File: config.mk
export PLATFORM = sky130hd
export DESIGN_NAME = isolated_input_port_decoder
export DESIGN_NICKNAME = d
export VERILOG_FILES = /design/src/shared/iso_input_pkg.sv /design/src/rtl/isolated_input_port_decoder.sv
export SDC_FILE = /design/constraint.sdc
export NUM_CORES = 1
export LEC_CHECK = 0
export ABC_AREA = 1
export BUFFER_PORTS_ARGS = -buffer_cell sky130_fd_sc_hd__buf_2
export CORE_UTILIZATION = 61
export DETAILED_ROUTE_END_ITERATION = 10
export PLACE_DENSITY = 0.86
export RECOVER_POWER = 25
export SLEW_MARGIN = 10
export SYNTH_ARGS = -nofsm -noshare
export SYNTH_HDL_FRONTEND = slang
export SYNTH_SLANG_ARGS = --single-unit
File: constraint.sdc
create_clock -name pclk -period 1.78 [get_ports pclk]
set_input_delay 0.356 -clock pclk [delete_from_list [all_inputs] [get_ports pclk]]
set_output_delay 0.356 -clock pclk [all_outputs]
set_load 0.01 [all_outputs]
File: src/shared/iso_input_pkg.sv
// Constants, field layouts and carrier types for the isolated input port decoder.
// Assumes a 250 MHz APB clock and jumpers and field inputs that arrive as raw pins.
package iso_input_pkg;

    // ************************************************************
    // Clock and timing
    // ************************************************************
    localparam int unsigned CLK_MHZ = 250;
    localparam int unsigned FILTER_TIME_US = 4700;
    localparam int unsigned FILTER_CYCLES_DEFAULT = FILTER_TIME_US * CLK_MHZ;
    localparam int unsigned FILTER_CNT_W = 21;

    // ************************************************************
    // Address layout
    // ************************************************************
    localparam int unsigned CHANNELS = 16;
    localparam int unsigned BASE_BITS = 7;
    localparam int unsigned IO_ADDR_W = 10;
    localparam int unsigned IO_ADDR_LSB = 2;
    localparam int unsigned LOCAL_PAGE_BIT = 12;
    localparam int unsigned UPPER_ADDR_LSB = 13;
    localparam int unsigned BLOCK_BYTES = 8;
    localparam logic [BASE_BITS-1:0] BASE_MIN = 7'h20;
    localparam logic [2:0] OFF_INPUTS_LO = 3'h1;
    localparam logic [2:0] OFF_IRQ_CTRL = 3'h2;
    localparam logic [2:0] OFF_INPUTS_HI = 3'h5;
    localparam logic [2:0] LOCAL_STATUS = 3'h0;
    localparam logic [2:0] LOCAL_MASK = 3'h1;

    // ************************************************************
    // Field positions and reset values
    // ************************************************************
    localparam int unsigned STATUS_COS_BIT = 0;
    localparam logic MASK_RESET = 1'b1;
    localparam logic ENABLE_RESET = 1'b0;

    // ************************************************************
    // Carrier types
    // ************************************************************
    typedef struct packed {
        logic [CHANNELS-1:0] energized;
        logic [CHANNELS-1:0] filter;
        logic [CHANNELS-1:0] irq_select;
        logic [BASE_BITS-1:0] base;
    } pins_t;

    typedef struct packed {
        logic io_hit;
        logic local_hit;
        logic [2:0] sel;
    } decode_t;

endpackage
File: src/rtl/isolated_input_port_decoder.sv
// Sixteen-channel isolated input port with change-of-state interrupt, reached over APB.
// Assumes jumpers and field inputs are asynchronous pins; the host I/O space is mapped
// onto APB word addresses, one I/O byte per aligned word.
//
// Design decisions made here: the placing of the registers and register access over APB.
module isolated_input_port_decoder
    import iso_input_pkg::*;
#(
    parameter int unsigned FILTER_CYCLES = FILTER_CYCLES_DEFAULT
) (
    input wire logic pclk,
    input wire logic presetn,
    input wire logic psel,
    input wire logic penable,
    input wire logic pwrite,
    input wire logic [31:0] paddr,
    input wire logic [31:0] pwdata,
    input wire logic [3:0] pstrb,
    output logic [31:0] prdata,
    output logic pready,
    output logic pslverr,
    input wire logic [CHANNELS-1:0] input_energized,
    input wire logic [CHANNELS-1:0] filter_jumper,
    input wire logic [CHANNELS-1:0] interrupt_level_jumper,
    input wire logic [BASE_BITS-1:0] base_jumper,
    output logic irq,
    output logic [CHANNELS-1:0] irq_line
);

    // ************************************************************
    // Pin synchronisers
    // ************************************************************
    pins_t pins_raw;
    pins_t pins_meta;
    pins_t pins_sync;

    always_comb begin
        pins_raw.energized = input_energized;
        pins_raw.filter = filter_jumper;
        pins_raw.irq_select = interrupt_level_jumper;
        pins_raw.base = base_jumper;
    end

    // Jumpers are synchronised too, since an installer may move them with power on.
    always_ff @(posedge pclk or negedge presetn) begin
        if (!presetn) begin
            pins_meta <= '0;
            pins_sync <= '0;
        end else begin
            pins_meta <= pins_raw;
            pins_sync <= pins_meta;
        end
    end

    // ************************************************************
    // Per-channel input filter
    // ************************************************************
    logic [CHANNELS-1:0] level;
    logic [CHANNELS-1:0] level_prev;
    localparam logic [FILTER_CNT_W-1:0] FILTER_LAST = FILTER_CNT_W'(FILTER_CYCLES - 1);

    genvar ch;
    generate
        for (ch = 0; ch < CHANNELS; ch++) begin : g_chan
            // Jumper order is reversed within each group of eight.
            localparam int JUMPER = (ch < 8) ? (7 - ch) : (23 - ch);
            logic [FILTER_CNT_W-1:0] cnt;
            logic [FILTER_CNT_W-1:0] next_cnt;
            logic next_level;
            logic slow;

            always_comb begin
                slow = pins_sync.filter[JUMPER];
                next_cnt = '0;
                next_level = level[ch];
                if (pins_sync.energized[ch] != level[ch]) begin
                    if (!slow || cnt == FILTER_LAST) begin
                        next_level = pins_sync.energized[ch];
                    end else begin
                        next_cnt = cnt + 1'b1;
                    end
                end
            end

            always_ff @(posedge pclk or negedge presetn) begin
                if (!presetn) begin
                    cnt <= '0;
                    level[ch] <= 1'b0;
                end else begin
                    cnt <= next_cnt;
                    level[ch] <= next_level;
                end
            end
        end
    endgenerate

    always_ff @(posedge pclk or negedge presetn) begin
        if (!presetn) begin
            level_prev <= '0;
        end else begin
            level_prev <= level;
        end
    end

    // ************************************************************
    // Address decode
    // ************************************************************
    decode_t dec;
    logic [IO_ADDR_W-1:0] io_addr;
    logic [BASE_BITS-1:0] expected_base;
    logic base_legal;
    logic upper_zero;

    always_comb begin
        io_addr = paddr[IO_ADDR_LSB +: IO_ADDR_W];
        expected_base = ~pins_sync.base;
        // bases below 100h are never claimed
        base_legal = expected_base >= BASE_MIN;
        upper_zero = (paddr[31:UPPER_ADDR_LSB] == '0) && (paddr[IO_ADDR_LSB-1:0] == '0);
        dec.io_hit = upper_zero && !paddr[LOCAL_PAGE_BIT] && base_legal
            && (io_addr[IO_ADDR_W-1:3] == expected_base);
        dec.local_hit = upper_zero && paddr[LOCAL_PAGE_BIT];
        dec.sel = io_addr[2:0];
    end

    // ************************************************************
    // Bus response
    // ************************************************************
    // The answer is prepared in the setup cycle so that every bus output comes from a
    // flip-flop; pready is already high in the first access cycle, so no wait state is added.
    logic [31:0] next_prdata;
    logic next_pready;
    logic next_pslverr;
    logic setup;
    logic done;
    logic cos_enable;
    logic cos_pending;
    logic cos_mask;

    always_comb begin
        setup = psel && !penable;
        done = psel && penable && pready;
        next_pready = setup;
        next_pslverr = 1'b0;
        next_prdata = '0;
        if (setup) begin
            // unmatched address returns error, no data
            next_pslverr = !(dec.io_hit || dec.local_hit);
            if (!pwrite && dec.io_hit) begin
                unique case (dec.sel)
                    OFF_INPUTS_LO: next_prdata[7:0] = ~level[7:0];
                    OFF_INPUTS_HI: next_prdata[7:0] = ~level[15:8];
                    default: next_prdata = '0;
                endcase
            end else if (!pwrite && dec.local_hit) begin
                unique case (dec.sel)
                    LOCAL_STATUS: next_prdata[STATUS_COS_BIT] = cos_pending;
                    LOCAL_MASK: next_prdata[STATUS_COS_BIT] = cos_mask;
                    default: next_prdata = '0;
                endcase
            end
        end
    end

    always_ff @(posedge pclk or negedge presetn) begin
        if (!presetn) begin
            prdata <= '0;
            pready <= 1'b0;
            pslverr <= 1'b0;
        end else begin
            prdata <= next_prdata;
            pready <= next_pready;
            pslverr <= next_pslverr;
        end
    end

    // ************************************************************
    // Change-of-state control
    // ************************************************************
    logic next_cos_enable;
    logic next_cos_pending;
    logic next_cos_mask;
    logic next_irq;
    logic [CHANNELS-1:0] next_irq_line;
    logic changed;
    logic clear_req;

    always_comb begin
        next_cos_enable = cos_enable;
        next_cos_mask = cos_mask;
        clear_req = 1'b0;
        changed = |(level ^ level_prev);
        // other offsets fall through with no effect
        if (done && dec.io_hit) begin
            if (dec.sel == OFF_IRQ_CTRL) begin
                next_cos_enable = !pwrite;
            end
            if (pwrite && dec.sel == OFF_INPUTS_LO) begin
                clear_req = 1'b1;
            end
        end
        if (done && dec.local_hit && pwrite && pstrb[0]) begin
            if (dec.sel == LOCAL_STATUS && pwdata[STATUS_COS_BIT]) begin
                clear_req = 1'b1;
            end
            if (dec.sel == LOCAL_MASK) begin
                next_cos_mask = pwdata[STATUS_COS_BIT];
            end
        end
        // A change in the same cycle as a clear wins, so no edge is lost.
        next_cos_pending = (cos_pending && !clear_req) || (cos_enable && changed);
        next_irq = next_cos_pending && next_cos_mask;
        next_irq_line = {CHANNELS{next_irq}} & pins_sync.irq_select;
    end

    always_ff @(posedge pclk or negedge presetn) begin
        if (!presetn) begin
            cos_enable <= ENABLE_RESET;
            cos_pending <= 1'b0;
            cos_mask <= MASK_RESET;
            irq <= 1'b0;
            irq_line <= '0;
        end else begin
            cos_enable <= next_cos_enable;
            cos_pending <= next_cos_pending;
            cos_mask <= next_cos_mask;
            irq <= next_irq;
            irq_line <= next_irq_line;
        end
    end

endmodule

==> flow_metrics.env <==
export IMPL_outcome="finished, violations left"
export IMPL_violations="negative setup slack"
export IMPL_hold_viol=0
export IMPL_clk_latency_ns=0.61
export IMPL_path_common_cell="nor2_4"
export IMPL_crit_family="simple AND/OR/NAND/NOR gates"
export IMPL_vias=20000
export IMPL_wire_per_inst_um=15.4
export IMPL_drt_iter0_drc=1694
export IMPL_fmax_mhz=556
export IMPL_fin_setup_tns_ns=-0.0366
export IMPL_ios=179
export IMPL_antenna_found_initial=0
export IMPL_synthCells=2776
export IMPL_clock_sinks=508
export IMPL_tightest_slew_ns=0.921
export IMPL_coreArea_mm2=0.0387
export IMPL_finalWirelength_um=56600
export IMPL_period_share=1.01
export IMPL_avgSynthCellArea_um2=8.65
export IMPL_period_minus_slack_ns=1.80
export IMPL_firstDrtPassIters=8
export IMPL_antenna_left=0
export IMPL_clockBufferDepth=3
export IMPL_synth_warnings=0
export IMPL_start_kind="flop"
export IMPL_die_area_mm2=0.0402
export IMPL_grt_start_max_net_pins=84
export IMPL_synthesis_area_mm2=0.0240
export IMPL_stdcell_area_mm2=0.0291
export IMPL_cap_violations=0
export IMPL_cts_made_buffers=51
export IMPL_ys_seq_area_frac=0.529
export IMPL_critical_path_class="flop to flop"
export IMPL_required_ns=2.28
export IMPL_cts_tree="built"
export IMPL_cp_buffers_inverters=2
export IMPL_ir_drop_mv=1.00
export IMPL_die_w_um=200
export IMPL_row_count=72
export IMPL_p_leak_nw=12.8
export IMPL_clkTransAtPathRegs_ns=0.06
export IMPL_setup_viol=4
export IMPL_grt_pass1_wl_um=90900
export IMPL_antenna_diode_count=0
export IMPL_worstHoldPathType="primary input to flop"
export IMPL_worstSetupEndpointType="flop"
export IMPL_die_height_um=200
export IMPL_crit_chain="ha_2 -> nand2_2 -> nor2_4 -> nand4_1 -> inv_2 -> nand2_4 -> nor2_4 -> buf_4 -> xor2_1 -> nor2_1"
export IMPL_relSlewSlack=0.386
export IMPL_final_nets=3274
export IMPL_slew_violations=0
export IMPL_drt_vias_per_instance=5.42
export IMPL_htreeDepth=2
export IMPL_start_util=0.620
export IMPL_drive_gt1_frac=0.166
export IMPL_place_area_mm2=0.0259
export IMPL_ctsRootBufferMaster="clkbuf_16"
export IMPL_track_usage=0.271
export IMPL_drc=0
export IMPL_powerDensity_mw_per_mm2=837
export IMPL_worstPathMaxFanout=4
export IMPL_port_buffers=120
export IMPL_ys_seq_elements=508
export IMPL_cp_slowest_cell="dfrtp_1"
export IMPL_gp_congestion=0.929
export IMPL_grt_pass1_vias=19800
export IMPL_skew_ns=0.0142
export IMPL_syn_to_final_growth_pct=21.2
export IMPL_setup_ws_ns=-0.0182
export IMPL_overflow=0
export IMPL_hpwl_um=37000
export IMPL_hold_ws_ns=0.137
export IMPL_critical_path_arrival_ns=2.30
export IMPL_rsz0062_at_grt="yes"
export IMPL_cpPeakStageDelay_ns=0.39
export IMPL_yosys_cell_types_count=41
logic make-up (layout without fill, tap and decap cells):
family,after synthesis,in the layout,synth area share
simple gates,1499,1500,0.285
other cells,1,24,0.000156
flops,508,508,0.529
buf+inv,433,803,0.0754
xor+xnor,216,216,0.0788
fa+ha+maj,16,16,0.00834
compound gates,103,103,0.0229
power breakdown:
group          leakage (nW)  switching, W  internal [W]
Sequential             6.71      0.000180        0.0118
Clock                 0.829       0.00459       0.00624
Combinational          5.26      0.000951      0.000585
Total                  12.8       0.00572        0.0186
metal layers:
layer | GRT usage | vias to the layer above | share of wire | wire [µm]
met5 | 0 | - | 0 | 0
met4 | 0.0927 | 0 | 0.029 | 1620
met3 | 0.0390 | 140 | 0.054 | 3080
met2 | 0.473 | 736 | 0.51 | 28700
met1 | 0.349 | 9610 | 0.41 | 23200
li1 | - | 9517 | - | -
cells in the mapped netlist, drive strengths merged:
library cell | count | area, µm²
dfrtp | 507 | 12700
buf | 42 | 343
conb | 1 | 3.75
and3 | 1 | 6.26
nand4 | 96 | 607
and2 | 4 | 25.0
nand3b | 11 | 82.6
nor4 | 22 | 144
o21ai | 63 | 315
a21oi | 21 | 105
xnor2 | 40 | 350
nor2 | 530 | 2090
a22oi | 7 | 52.6
a31oi | 11 | 68.8
o21bai | 1 | 7.51
nor3 | 232 | 1270
ha | 16 | 200
nor3b | 27 | 208
dfstp | 1 | 26.3
or2 | 2 | 12.5
nand3 | 147 | 761
xor2 | 176 | 1540
clkinv | 2 | 8.75
nand2 | 427 | 1640
inv | 389 | 1460
registers in the layout, summed over array words and instances, names as in the netlist, 8 cells and up:
name / cells
g_chan.slow: 16
prdata: 8
pins_sync: 39
pins_meta: 55
irq_line: 16
level_prev: 16
g_chan.cnt: 336
level: 16
worst paths after layout:
| check | from | depth (start not counted) | slack [ns] | endpoint |
|---|---|---|---|---|
| max in group asynchronous | presetn | 3 | 0.22 | g_chan[6].cnt[11] |
| hold reg to reg | pins_meta[2] | 0 | 0.35 | pins_sync[2] |
| hold / removal | psel | 5 | 0.14 | prdata[0] |
| min in group asynchronous | presetn | 2 | 0.44 | g_chan[10].cnt[16] |
| setup reg to reg | g_chan[10].cnt[1] | 10 | -0.02 | g_chan[10].cnt[12] |
| setup / recovery | g_chan[10].cnt[1] | 10 | -0.02 | g_chan[10].cnt[12] |
layout make-up:
class / count / area (µm²)
multi-input cells: 1859 / 10200
repair inverters: 3 / 20.0
clock buffers: 68 / 1420
fillers: 2637 / 9620
flip-flops and latches: 508 / 12700
clock inverters: 25 / 287
well taps: 518 / 648
inverters: 391 / 1510
repair buffers: 316 / 2320
worst min-delay path: stages:
cell,delay [ns]
buf_2,0.10
inv_1,0.04
nor2_1,0.07
inv_1,0.08
a21oi_1,0.05
through the flow:
| step | util | setup slack [ns] | instances | power (W) |
|---|---|---|---|---|
| 4_1_cts | 0.730 | -0.00143 | 3649 | 0.0245 |
| 2_1_floorplan | - | 0.185 | 2799 | 0.0128 |
| 3_3_place_gp | 0.669 | 0.0220 | 3493 | 0.0135 |
| 6_report | 0.752 | -0.0182 | 3688 | 0.0244 |
| 5_1_grt | 0.752 | -0.154 | 3688 | 0.0253 |
| 3_5_place_dp | 0.669 | -0.0376 | 3493 | 0.0135 |
layout by cell type, fill, tap and decap left out, types with 5 or more instances in the layout:
cell type,synthesis,routed
nor3_2,19,23
nand3_2,5,8
conb_1,1,24
o21ai_0,60,60
nor2_2,23,30
ha_2,0,10
nand3b_1,11,11
dlygate4sd3_1,0,59
xor2_1,176,176
inv_2,16,12
a31oi_1,11,11
nand2_2,12,34
xnor2_1,40,38
nor3b_1,26,26
clkbuf_8,0,8
buf_12,0,11
nor3_4,1,10
clkbuf_16,0,51
nand4_1,95,95
clkinv_2,1,12
buf_2,1,110
clkinvlp_4,0,7
nor4_2,1,9
buf_4,33,115
inv_1,373,369
nand2_4,1,8
dfrtp_1,507,505
nor3_1,212,199
nand3_1,142,135
nand2_1,414,384
clkbuf_2,0,5
nor2_4,6,24
a22oi_1,7,7
a21oi_1,21,20
inv_4,0,6
nor2_1,501,476
clkbuf_1,0,23
nor4_1,21,13
timing repair:
action / in CTS / in global routing
setup endpoints to repair: 11 / 262
pin swaps: 3 / 43
cloned: 0 / 4
resized for setup: 6 / 155
setup buffers: 4 / 35
hold buffers: 59 / 0
endpoints found under the hold margin: 306 / 0
(Power assumes the default switching activity.)
